## config.mk

```make
export PLATFORM = sky130hd
export DESIGN_NAME = tas_top
export DESIGN_NICKNAME = d
export VERILOG_FILES = /design/src/tas_pkg.sv /design/src/tas_top.sv
export SDC_FILE = /design/constraint.sdc
export NUM_CORES = 1
export LEC_CHECK = 0
export ABC_AREA = 1
export ABC_CLOCK_PERIOD_IN_PS = 4300
export BUFFER_PORTS_ARGS = -buffer_cell sky130_fd_sc_hd__buf_4
export CAP_MARGIN = 0
export CORE_MARGIN = 1
export CORE_UTILIZATION = 28
export CTS_BUF_LIST = sky130_fd_sc_hd__clkbuf_2
export DETAILED_ROUTE_END_ITERATION = 6
export HOLD_SLACK_MARGIN = 0.12
export PLACE_DENSITY = 0.52
export SYNTH_ARGS = -nofsm -noshare
export SYNTH_HDL_FRONTEND = slang
export SYNTH_SLANG_ARGS = --single-unit
export TNS_END_PERCENT = 20
```

## constraint.sdc

```tcl
create_clock -name clk -period 4.3 [get_ports clk]
set_input_delay 0.86 -clock clk [delete_from_list [all_inputs] [get_ports clk]]
set_output_delay 0.86 -clock clk [all_outputs]
set_load 0.02 [all_outputs]
```

## src/tas_pkg.sv

```systemverilog
package tas_pkg;

  // ==========================================================
  // register offsets
  localparam logic [7:0] ADDR_STATUS_ONE = 8'h41;
  localparam logic [7:0] ADDR_STATUS_TWO = 8'h42;
  localparam logic [7:0] ADDR_MASK_ONE   = 8'h74;
  localparam logic [7:0] ADDR_MASK_TWO   = 8'h75;
  localparam logic [7:0] ADDR_CONFIG_THR = 8'h78;
  localparam logic [7:0] ADDR_TMR_VALUE  = 8'h79;
  localparam logic [7:0] ADDR_TMR_LIMIT  = 8'h7A;
  localparam logic [7:0] ADDR_CONFIG_FOU = 8'h7D;

  // ==========================================================
  // reset values
  localparam logic [7:0] RST_MASK   = 8'h00;
  localparam logic [7:0] RST_CONFIG = 8'h00;
  localparam logic [7:0] RST_LIMIT  = 8'h00;
  localparam logic [7:0] RST_STATUS = 8'h00;

  // ==========================================================
  // field positions, status/mask one
  localparam int unsigned S1_SUMMARY = 7;
  localparam int unsigned S1_REM_TWO = 6;
  localparam int unsigned S1_LOCAL   = 5;
  localparam int unsigned S1_REM_ONE = 4;
  localparam int unsigned S1_MAIN    = 2;
  localparam int unsigned S1_CORE    = 1;
  localparam int unsigned M1_CORE    = 0;
  // status/mask two
  localparam int unsigned S2_DIODE_2 = 7;
  localparam int unsigned S2_DIODE_1 = 6;
  localparam int unsigned S2_FAN4_TM = 5;
  localparam int unsigned S2_FAN_3   = 4;
  localparam int unsigned S2_FAN_2   = 3;
  localparam int unsigned S2_FAN_1   = 2;
  localparam int unsigned S2_OVTEMP  = 1;
  // config three
  localparam int unsigned C3_ALERT_EN = 0;
  localparam int unsigned C3_THR_EN   = 1;
  localparam int unsigned C3_BOOST    = 2;
  // config four pin function field
  localparam int unsigned C4_FUNC_LO  = 0;

  localparam logic [1:0] PIN_TACH     = 2'h0;
  localparam logic [1:0] PIN_THROTTLE = 2'h1;
  localparam logic [1:0] PIN_ALERT    = 2'h2;
  localparam logic [1:0] PIN_GPIO     = 2'h3;

  // ==========================================================
  // timing
  localparam int unsigned CLK_PERIOD_NS  = 100;
  localparam int unsigned TMR_LSB_NS     = 22_760_000; // 22.76 ms
  localparam int unsigned TMR_LSB_CYCLES = TMR_LSB_NS / CLK_PERIOD_NS;
  localparam logic [7:0]  TMR_FULL       = 8'hFF;
  localparam int unsigned SUB_W          = 24;

  // ==========================================================
  // carriers
  typedef struct packed {
    logic rem_two_temp;
    logic local_temp;
    logic rem_one_temp;
    logic main_supply;
    logic core_supply;
    logic diode_two;
    logic diode_one;
    logic fan_four;
    logic fan_three;
    logic fan_two;
    logic fan_one;
    logic overtemp;
  } tas_cond_type;

  typedef struct packed {
    logic             sync1;
    logic             sync2;
    logic [7:0]       st1;
    logic [7:0]       st2;
    logic [7:0]       msk1;
    logic [7:0]       msk2;
    logic [7:0]       cfg3;
    logic [7:0]       cfg4;
    logic [7:0]       lim;
    logic [7:0]       tick;
    logic [SUB_W-1:0] sub;
    logic             seen;
    logic [7:0]       rdata;
  } tas_state_type;

endpackage : tas_pkg

```

## src/tas_top.sv

```systemverilog
`timescale 1ns/100ps
// Operation
// - status one flags summary, temperatures, supplies
// - status two flags diodes and slow fans
// - bit 5 fan four or timer limit
// - bit 1 flags critical overtemperature
// - bits stick until condition gone and read
// - alert held while out of limit, until read
// - mask gates alert only, status still sets
// - mask one bit assignments
// - mask two bit assignments
// - alert off at reset, config bit enables
// - config four selects shared pin function
// - throttle monitoring needs enable bit too
// - boost forces full duty while pin low
// - boost only when fan already running
// - timer accumulates across throttle assertions
// - timer saturates, cleared only by read
// - bit 0 first assertion, then 22.76 ms LSB
// - read during assertion restarts with bit 0
// - timer read clears fan four/timer status
// - zero limit re-sets status on such read
// - timer above limit sets status, alerts
// - read clears only bits whose cause ended
module tas_top #(
  parameter int unsigned LSB_CYCLES = tas_pkg::TMR_LSB_CYCLES
) (
  input  wire logic                  clk,
  input  wire logic                  rst_n,
  input  wire logic [7:0]            reg_addr,
  input  wire logic                  reg_wr,
  input  wire logic                  reg_rd,
  input  wire logic [7:0]            reg_wdata,
  output      logic [7:0]            reg_rdata,
  input  wire tas_pkg::tas_cond_type cond,
  input  wire logic                  fan_running,
  output      logic                  boost_full_duty,
  output      logic                  alert_one_out,
  output      logic                  alert_one_oe,
  input  wire logic                  shared_pin_in,
  output      logic                  shared_pin_out,
  output      logic                  shared_pin_oe,
  output      logic                  fan_four_tach_input,
  input  wire logic                  gpio_drive_low,
  output      logic                  gpio_level,
  output      logic                  alert_active
);

  // ==========================================================
  // helpers
  function automatic logic [7:0] timer_view(input logic [7:0] tick,
                                            input logic       seen);
    // below two whole ticks only the first-assertion bit shows
    if (tick >= 8'h02)
      timer_view = tick;
    else
      timer_view = {7'h00, seen};
  endfunction : timer_view

  function automatic logic [7:0] sticky(input logic [7:0] q,
                                        input logic [7:0] c,
                                        input logic [7:0] clr);
    // a live condition always wins over the clear
    sticky = c | (q & ~(clr & ~c));
  endfunction : sticky

  function automatic logic addr_is(input logic [7:0] a,
                                   input logic [7:0] want);
    addr_is = (a == want);
  endfunction : addr_is

  // ==========================================================
  // state
  tas_pkg::tas_state_type q;
  tas_pkg::tas_state_type d;

  logic [1:0] pin_func;
  logic       thr_mode;
  logic       thr_asserted;
  logic       rd_st1;
  logic       rd_st2;
  logic       rd_tmr;
  logic       exceed;
  logic [7:0] c1;
  logic [7:0] c2;
  logic [7:0] clr2;
  logic [7:0] view;
  logic       alert_one_src;
  logic       alert_two_src;
  logic [7:0] gate_one;
  logic [7:0] gate_two;
  logic [7:0] hit_one;
  logic [7:0] hit_two;

  assign pin_func = q.cfg4[tas_pkg::C4_FUNC_LO +: 2];
  // pin must be throttle and monitoring enabled
  assign thr_mode = (pin_func == tas_pkg::PIN_THROTTLE) &&
                    q.cfg3[tas_pkg::C3_THR_EN];
  // throttle signal is active low
  assign thr_asserted = thr_mode && !q.sync2;

  assign rd_st1 = reg_rd && addr_is(reg_addr, tas_pkg::ADDR_STATUS_ONE);
  assign rd_st2 = reg_rd && addr_is(reg_addr, tas_pkg::ADDR_STATUS_TWO);
  assign rd_tmr = reg_rd && addr_is(reg_addr, tas_pkg::ADDR_TMR_VALUE);

  // ==========================================================
  // next state
  always_comb
  begin
    d = q;
    d.sync1 = shared_pin_in;
    d.sync2 = q.sync1;

    // register writes; read-clear registers ignore writes
    if (reg_wr)
    begin
      case (reg_addr)
        tas_pkg::ADDR_MASK_ONE:   d.msk1 = reg_wdata;
        tas_pkg::ADDR_MASK_TWO:   d.msk2 = reg_wdata;
        tas_pkg::ADDR_CONFIG_THR: d.cfg3 = reg_wdata;
        tas_pkg::ADDR_TMR_LIMIT:  d.lim  = reg_wdata;
        tas_pkg::ADDR_CONFIG_FOU: d.cfg4 = reg_wdata;
        default:                  d.lim  = q.lim;
      endcase
    end

    // throttle timer
    if (rd_tmr)
    begin
      d.tick = 8'h00;
      d.sub  = '0;
      d.seen = thr_asserted;
    end
    else if (thr_asserted)
    begin
      d.seen = 1'b1;
      if (q.tick != tas_pkg::TMR_FULL)
      begin
        if (q.sub == LSB_CYCLES[tas_pkg::SUB_W-1:0] - 1'b1)
        begin
          d.sub  = '0;
          d.tick = q.tick + 8'h01;
        end
        else
          d.sub = q.sub + 1'b1;
      end
    end

    // uses the post-read timer so a zero limit re-fires at once
    view   = timer_view(d.tick, d.seen);
    exceed = thr_mode && (view > d.lim);

    c1 = 8'h00;
    c1[tas_pkg::S1_REM_TWO] = cond.rem_two_temp;
    c1[tas_pkg::S1_LOCAL]   = cond.local_temp;
    c1[tas_pkg::S1_REM_ONE] = cond.rem_one_temp;
    c1[tas_pkg::S1_MAIN]    = cond.main_supply;
    c1[tas_pkg::S1_CORE]    = cond.core_supply;

    c2 = 8'h00;
    c2[tas_pkg::S2_DIODE_2] = cond.diode_two;
    c2[tas_pkg::S2_DIODE_1] = cond.diode_one;
    c2[tas_pkg::S2_FAN_3]   = cond.fan_three;
    c2[tas_pkg::S2_FAN_2]   = cond.fan_two;
    c2[tas_pkg::S2_FAN_1]   = cond.fan_one;
    c2[tas_pkg::S2_OVTEMP]  = cond.overtemp;
    c2[tas_pkg::S2_FAN4_TM] = thr_mode ? exceed
                                       : cond.fan_four;

    clr2 = {8{rd_st2}};
    clr2[tas_pkg::S2_FAN4_TM] = rd_st2 || rd_tmr;

    // status sets regardless of the masks
    d.st1 = sticky(q.st1, c1, {8{rd_st1}});
    d.st1[tas_pkg::S1_SUMMARY] = 1'b0;
    d.st2 = sticky(q.st2, c2, clr2);
    d.st2[0] = 1'b0;

    d.rdata = 8'h00;
    case (reg_addr)
      tas_pkg::ADDR_STATUS_ONE:
      begin
        d.rdata = q.st1;
        d.rdata[tas_pkg::S1_SUMMARY] = |q.st2;
      end
      tas_pkg::ADDR_STATUS_TWO: d.rdata = q.st2;
      tas_pkg::ADDR_MASK_ONE:   d.rdata = q.msk1;
      tas_pkg::ADDR_MASK_TWO:   d.rdata = q.msk2;
      tas_pkg::ADDR_CONFIG_THR: d.rdata = q.cfg3;
      tas_pkg::ADDR_TMR_VALUE:  d.rdata = timer_view(q.tick, q.seen);
      tas_pkg::ADDR_TMR_LIMIT:  d.rdata = q.lim;
      tas_pkg::ADDR_CONFIG_FOU: d.rdata = q.cfg4;
      default:                  d.rdata = 8'h00;
    endcase
    if (!reg_rd)
      d.rdata = q.rdata;
  end

  // ==========================================================
  // registers
  always_ff @(posedge clk)
  begin
    if (!rst_n)
    begin
      q       <= '0;
      q.sync1 <= 1'b1;
      q.sync2 <= 1'b1;
      q.st1   <= tas_pkg::RST_STATUS;
      q.st2   <= tas_pkg::RST_STATUS;
      q.msk1  <= tas_pkg::RST_MASK;
      q.msk2  <= tas_pkg::RST_MASK;
      q.cfg3  <= tas_pkg::RST_CONFIG;
      q.cfg4  <= tas_pkg::RST_CONFIG;
      q.lim   <= tas_pkg::RST_LIMIT;
    end
    else
      q <= d;
  end

  // ==========================================================
  // alert and pins
  // sticky bits keep the alert low until read
  // unused status positions stay gated off
  always_comb
  begin
    gate_one = 8'hFF;
    gate_one[tas_pkg::S1_REM_TWO] = q.msk1[tas_pkg::S1_REM_TWO];
    gate_one[tas_pkg::S1_LOCAL]   = q.msk1[tas_pkg::S1_LOCAL];
    gate_one[tas_pkg::S1_REM_ONE] = q.msk1[tas_pkg::S1_REM_ONE];
    gate_one[tas_pkg::S1_MAIN]    = q.msk1[tas_pkg::S1_MAIN];
    // core supply sits at status bit 1 but mask bit 0
    gate_one[tas_pkg::S1_CORE]    = q.msk1[tas_pkg::M1_CORE];
    gate_two    = q.msk2;
    gate_two[0] = 1'b1;
  end

  for (genvar i = 0; i < 8; i++)
  begin : g_alert_bit
    assign hit_one[i] = q.st1[i] && !gate_one[i];
    assign hit_two[i] = q.st2[i] && !gate_two[i];
  end

  assign alert_one_src = |hit_one;
  // summary mask silences every status two source at once
  assign alert_two_src = |hit_two &&
                         !q.msk1[tas_pkg::S1_SUMMARY];
  assign alert_active  = alert_one_src || alert_two_src;

  // open drain: drive low only while alerting
  assign alert_one_out = 1'b0;
  assign alert_one_oe  = q.cfg3[tas_pkg::C3_ALERT_EN] &&
                         alert_active;

  assign shared_pin_out = 1'b0;
  assign shared_pin_oe  =
    ((pin_func == tas_pkg::PIN_ALERT) && alert_active) ||
    ((pin_func == tas_pkg::PIN_GPIO) && gpio_drive_low);
  assign fan_four_tach_input = (pin_func == tas_pkg::PIN_TACH) ?
                               q.sync2 : 1'b1;
  assign gpio_level = q.sync2;

  // boost cannot start a stopped fan
  assign boost_full_duty = q.cfg3[tas_pkg::C3_BOOST] && thr_asserted &&
                           fan_running;

  assign reg_rdata = q.rdata;

endmodule : tas_top

```

; Word-level counts from Yosys, hierarchy flattened
; Index checks and enable logic that the tools add are counted.
[word_totals]
ff_bits = 98
out_inout_bits = 16
wordCells = 106
[op_classes]
n_bitwise = 11
reduce_logical = 51
magnitude_cmp = 3
n_eq_ne = 13
n_addsub = 2
mux = 12
[op_table]
columns = operator, count
row1 = $mux W33, 2
row2 = $eq A8 B7 Y1 const B, 8
row3 = $pmux W8 S8, 1
row4 = $mux W8, 5
row5 = $mux W32, 1
row6 = $add A24 B1 Y24 const B, 1
row7 = $eq A24 B18 Y1 const B, 1
row8 = $logic_and A1 B1 Y1, 24
row9 = $mux W24, 1
row10 = $and A8 B8 Y8, 2
row11 = $ge A8 B2 Y1 const B, 2
row12 = $not A8 Y8, 2
row13 = $and A7 B7 Y7, 2
row14 = $logic_not A1 Y1, 14
row15 = $not A7 Y7, 2
row16 = $reduce_and A2 Y1, 5
row17 = $add A8 B1 Y8 const B, 1
row18 = $gt A8 B8 Y1, 1
row19 = $ne A8 B8 Y1 const B, 1
row20 = $or A8 B8 Y8, 1
row21 = $reduce_or A8 Y1, 1
row22 = $or A7 B7 Y7, 1
row23 = $reduce_or A7 Y1, 1
row24 = $reduce_or A5 Y1, 1
row25 = 7 further kinds, 11

; Depth between registers and ports, before layout
[logic_depth]
ltp_word = 15
mapped_depth = 24
mapped_depth_nobuf = 24

; Worst setup path after synthesis
; Ideal clock, no wire load.
[synth_timing]
path_type = input port to flip-flop
from = input port reg_addr[2]
to = register q[86] in the netlist's numbering
slack_ps = 1365
stages = 14
path_buffers = 0
arrival_ps = 2821
setup_time_ps = 115
path_cell_list = inv_2 > nand2_2 > nor2_2 > nand2_1 > nor2_4 > mux2i_1 > ha_1 > nand2_1 > inv_1 > a221oi_1 > o21ai_0 > o31ai_1 > nor2_1 > o21a_1
[synth_between]
elab_chain_cells = 13
elab_cells_between_ends = 19
classes_between = order compare (2) / eq/ne (3) / mux (5) / bitwise (5) / reduce/logical (4)
[synth_rtl]
columns = element, line_no
row1 = from (decl), tas_top.sv:30  ; input wire logic [7:0] reg_addr,
row2 = $eq A8 B7 Y1, --
row3 = $logic_and A1 B1 Y1, tas_top.sv:104  ; assign rd_tmr = reg_rd && addr_is(reg_addr, tas_pkg::ADDR_TMR_VALUE);
row4 = $mux W33, tas_top.sv:128  ; if (rd_tmr)
row5 = $ge A8 B2 Y1, tas_top.sv:54  ; if (tick >= 8'h02)
row6 = $mux W8, tas_top.sv:54
row7 = $gt A8 B8 Y1, tas_top.sv:151  ; exceed = thr_mode && (view > d.lim);
row8 = $logic_and A1 B1 Y1, tas_top.sv:151
row9 = $mux W1, tas_top.sv:167  ; c2[tas_pkg::S2_FAN4_TM] = thr_mode ? exceed
row10 = $not A8 Y8, tas_top.sv:64  ; sticky = c | (q & ~(clr & ~c));
row11 = $and A8 B8 Y8, tas_top.sv:64
row12 = $not A8 Y8, tas_top.sv:64
row13 = $and A8 B8 Y8, tas_top.sv:64
row14 = $or A8 B8 Y8 *, tas_top.sv:64
row15 = to (decl), tas_top.sv:74  ; tas_pkg::tas_state_type q;
; Every way passes the cells marked *; elsewhere a longest branch is shown, timed or not.
; A chain may end at the register's enable or synchronous reset.

; Worst setup path in the final report
[layout_timing]
from = register q[87] in the netlist's numbering
to = output port shared_pin_oe
[layout_between]
elab_chain_cells = 6
[layout_rtl]
columns = element, line_no
row1 = $logic_and A1 B1 Y1, tas_top.sv:240  ; assign hit_two[i] = q.st2[i] && !gate_two[i];
row2 = $reduce_or A7 Y1, tas_top.sv:245  ; assign alert_two_src = |hit_two &&
row3 = $logic_and A1 B1 Y1, tas_top.sv:245
row4 = $logic_or A1 B1 Y1, tas_top.sv:247  ; assign alert_active = alert_one_src || alert_two_src;
row5 = $logic_and A1 B1 Y1, tas_top.sv:256  ; ((pin_func == tas_pkg::PIN_ALERT) && alert_active) ||
row6 = $logic_or A1 B1 Y1, tas_top.sv:256
row7 = to (decl), tas_top.sv:42  ; output logic shared_pin_oe,
; No other way between the ends.

==> metrics.txt <==
# TYPE chip_impl_metric gauge
chip_impl_info{name="clk_root_buffer_cell",value="clkbuf_2"} 1
chip_impl_info{name="worst_path_class_setup",value="reg -> out"} 1
chip_impl_info{name="synthDominantAreaCellType",value="dfxtp_1"} 1
chip_impl_metric{name="syn_area",unit="mm2"} 0.00516
chip_impl_metric{name="syn_area_per_cell",unit="um2"} 7.08
chip_impl_metric{name="critical_path.max_fanout",unit=""} 3
chip_impl_metric{name="share_of_async_settable_or_async_resettable_flops_after_synthesis",unit="%"} 0
chip_impl_metric{name="std_cell_rows",unit=""} 49
chip_impl_metric{name="fin_worst_skew",unit="ns"} 0.0482
chip_impl_metric{name="worst_voltage_drop_across_the_vdd_grid",unit="mV"} 0.119
chip_impl_metric{name="grt_pass1_wl",unit="mm"} 23.3
chip_impl_info{name="regToRegStartpoint",value="q[9]$_SDFFE_PP0P_"} 1
chip_impl_metric{name="wl",unit="mm"} 14.7
chip_impl_metric{name="post-synth-top-area-fraction",unit="%"} 37.6
chip_impl_metric{name="route.detailed.vias_per_inst",unit=""} 4.82
chip_impl_metric{name="max_freq",unit="MHz"} 329
chip_impl_metric{name="warning_count_from_the_yosys_run",unit=""} 0
chip_impl_metric{name="fill_cells",unit=""} 2016
chip_impl_metric{name="maximum_buffer_depth_of_the_clock_tree",unit=""} 2
chip_impl_metric{name="htree_num_levels",unit=""} 3
chip_impl_metric{name="vias",unit=""} 4800
chip_impl_metric{name="io_pins",unit=""} 51
chip_impl_metric{name="yosys.area_share.adder",unit="%"} 2.67
chip_impl_metric{name="cts_hold_repair.buffers",unit=""} 0
chip_impl_metric{name="dieHeight",unit="um"} 138
chip_impl_metric{name="largest_net_degree_at_the_start_of_global_routing",unit=""} 33
chip_impl_metric{name="yosys.cell_types.count",unit=""} 48
chip_impl_metric{name="floorplan.core_area",unit="mm2"} 0.0180
chip_impl_metric{name="start_util",unit="%"} 28.6
chip_impl_metric{name="fp.dieW",unit="um"} 138
chip_impl_metric{name="muxShareOfSynthArea",unit="%"} 1.36
chip_impl_metric{name="area_growth",unit="%"} 11.2
chip_impl_metric{name="cts.repair.resized",unit=""} 0
chip_impl_metric{name="drc",unit=""} 0
chip_impl_info{name="nature_of_the_critical_path_endpoint",value="output pin"} 1
chip_impl_metric{name="route.antenna.remaining_nets",unit=""} 0
chip_impl_metric{name="detail_route.first_pass.iterations",unit=""} 5
chip_impl_metric{name="antenna_cells",unit=""} 0
chip_impl_info{name="clock_tree_from_tritoncts",value="done"} 1
chip_impl_metric{name="die_area",unit="mm2"} 0.0190
chip_impl_metric{name="finalMaxSlewViolations",unit=""} 0
chip_impl_metric{name="grt_antenna_before_repair",unit=""} 0
chip_impl_metric{name="synth-compound-area-share",unit="%"} 17.4
chip_impl_metric{name="timing.final.crit_share",unit="%"} 70.6
chip_impl_metric{name="cts_made_buffers",unit=""} 9
chip_impl_metric{name="timing.hold.ws",unit="ns"} 0.426
chip_impl_metric{name="leakage",unit="nW"} 2.36
chip_impl_metric{name="hpwlAfterDp",unit="mm"} 11.1
chip_impl_metric{name="number_of_violations_of_the_max_capacitance_limit",unit=""} 0
chip_impl_metric{name="critPathMaxStageDelay",unit="ns"} 0.37
chip_impl_metric{name="post_route_cells_drive_above_1_share",unit="%"} 14.6
chip_impl_info{name="min_path_type",value="in -> reg"} 1
chip_impl_info{name="holdCritStartpoint",value="cond[7]"} 1
chip_impl_metric{name="grt_overflow_total",unit=""} 0
chip_impl_info{name="synthFlopType",value="dfxtp_1"} 1
chip_impl_metric{name="worst_ep_required_time",unit="ns"} 3.44
chip_impl_metric{name="ys_seq_elements",unit=""} 97
chip_impl_info{name="combinational_family_with_the_most_area_after_synthesis",value="simple AND/OR/NAND/NOR gates"} 1
chip_impl_metric{name="iteration_0_drc_markers",unit=""} 233
chip_impl_info{name="cp_slowest_cell",value="dfxtp_1"} 1
chip_impl_metric{name="seq_area_frac_synth",unit="%"} 37.6
chip_impl_metric{name="post-route-util",unit="%"} 31.8
chip_impl_metric{name="path_clk_slew",unit="ns"} 0.29
chip_impl_metric{name="nets_finish",unit=""} 809
chip_impl_metric{name="grt_pass1_vias",unit=""} 4490
chip_impl_info{name="rsz_0062_raised_after_global_routing",value="false"} 1
chip_impl_metric{name="clkSinkCount",unit=""} 97
chip_impl_metric{name="worst_slew_margin_relative_to_its_limit",unit="%"} 49.4
chip_impl_metric{name="worst_skew_pair.late_latency",unit="ns"} 0.61
chip_impl_metric{name="gpl.final_weighted_congestion",unit=""} 0.840
chip_impl_metric{name="placement.io_buffers",unit=""} 48
chip_impl_metric{name="fin_tns_setup",unit="ns"} 0
chip_impl_metric{name="final_hold_viol_count",unit=""} 0
chip_impl_metric{name="worstPathArrival",unit="ns"} 2.17
chip_impl_metric{name="synth_xor_area_share",unit="%"} 0.339
chip_impl_metric{name="synth_edf_count",unit=""} 0
chip_impl_metric{name="report.power.total",unit="mW"} 1.42
chip_impl_info{name="worstSetupStartpointType",value="flop"} 1
chip_impl_info{name="synth.top_cells.by_area",value="dfxtp_1 38%, nand2_1 9.0%, a21oi_1 7.8%, inv_1 7.3%, nor2_1 5.8%"} 1
chip_impl_metric{name="post_cts_buffers",unit=""} 0
chip_impl_metric{name="worst_pin_slew",unit="ns"} 0.754
chip_impl_info{name="layout.cells.most_common",value="nand2_1"} 1
chip_impl_info{name="critPathLaunch",value="q[87]$_SDFF_PN0_"} 1
chip_impl_metric{name="postSynthCellCount",unit=""} 729
chip_impl_info{name="mostFrequentLayoutCells",value="124 x nand2_1, 100 x inv_1, 97 x dfxtp_1"} 1
chip_impl_metric{name="final-setup-viol-count",unit=""} 0
chip_impl_metric{name="detail_route.wl_per_cell",unit="um"} 14.7
chip_impl_metric{name="yosys.area_share.simple",unit="%"} 29.3
chip_impl_metric{name="pwr_density_cell",unit="mW/mm2"} 247
chip_impl_info{name="status",value="completed"} 1
chip_impl_metric{name="post-route-min-period",unit="ns"} 3.03
chip_impl_info{name="timing.critical_path.cells",value="inv_1 > o22ai_1 > a21oi_1 > o221ai_1 > o21ai_0 > a31oi_1 > buf_4"} 1
chip_impl_metric{name="global_route.usage.total",unit="%"} 16.2
-- power by group --
| part | internal, mW | switching [mW] | total, mW |
|---|---|---|---|
| Clock | 0.0685 | 0.321 | 0.390 |
| Sequential | 0.912 | 0.00719 | 0.919 |
| Combinational | 0.0380 | 0.0684 | 0.106 |
| Total | 1.02 | 0.397 | 1.42 |
-- critical path: cells and delay by family, from the launching register on --
| kind | cells | cell delay [ns] |
|---|---|---|
| buffers and inverters | 2 | 0.30 |
| AOI/OAI and AO/OA | 5 | 0.92 |
| DFF | 1 | 0.37 |
-- synthesized netlist by cell type, types with 2 or more instances --
master,number
nor2_1,80
o211ai_1,2
nor3_1,5
nor3_2,3
or2_2,2
buf_6,2
o21ai_1,4
o21ai_0,44
ha_1,11
inv_1,101
a22oi_1,2
mux2i_1,7
dfxtp_1,97
nand2_1,124
nor2_4,7
nand3_2,6
buf_2,2
a211oi_1,13
a21oi_1,80
inv_2,8
clkbuf_1,10
o21a_1,2
nand4_1,18
nand2_2,8
o22ai_1,10
nand3_1,40
nor2_2,7
buf_4,12
nand2_4,3
-- metrics by stage --
step	instances	setup WS, ns	cell area [um2]
final	996	1.27	5740
after detailed placement	981	0.913	5650
after global routing	996	0.961	5740
after CTS	996	1.21	5740
after floorplan	730	1.36	5160
after global placement	981	1.02	5650
-- layer usage --
metal,global-route usage [%],part of all wire [%],vias up
met1,21.0,48,2208
met4,4.11,1.6,0
met2,26.5,46,120
met5,0,0,-
li1,-,-,2455
met3,4.34,4.9,17
-- sequential cells by signal, summed over array words and instances (netlist names) --
name	cells
pin_func	2
gpio_level	1
q	73
reg_rdata	8
d	1
gate_one	5
gate_two	7
-- cell families after synthesis --
logic type,count (synthesis)
flops,97
compound gates,163
simple gates,310
mux,7
other cells,1
buf+inv,138
xor+xnor,2
fa+ha+maj,11
-- cell type report --
cell class	instances	area (um2)	share of cell area, %
clock buffers	9	45.0	0.785
clock inverters	6	36.3	0.633
inverters	111	419	7.31
multi-input cells	495	2640	46.0
flip-flops and latches	97	1940	33.9
well taps	229	287	5.00
repair buffers	49	368	6.41
-- path summary, 6_finish.rpt --
path / depth (start not counted) / to / slack, ns
max: 7 / shared_pin_oe / 1.27
min: 3 / q[90]$_SDFF_PN0_ / 0.43
max reg2reg: 22 / q[86]$_SDFF_PN0_ / 1.42
min reg2reg: 1 / gpio_level$_SDFF_PN1_ / 0.45
(Power assumes the default switching activity.)
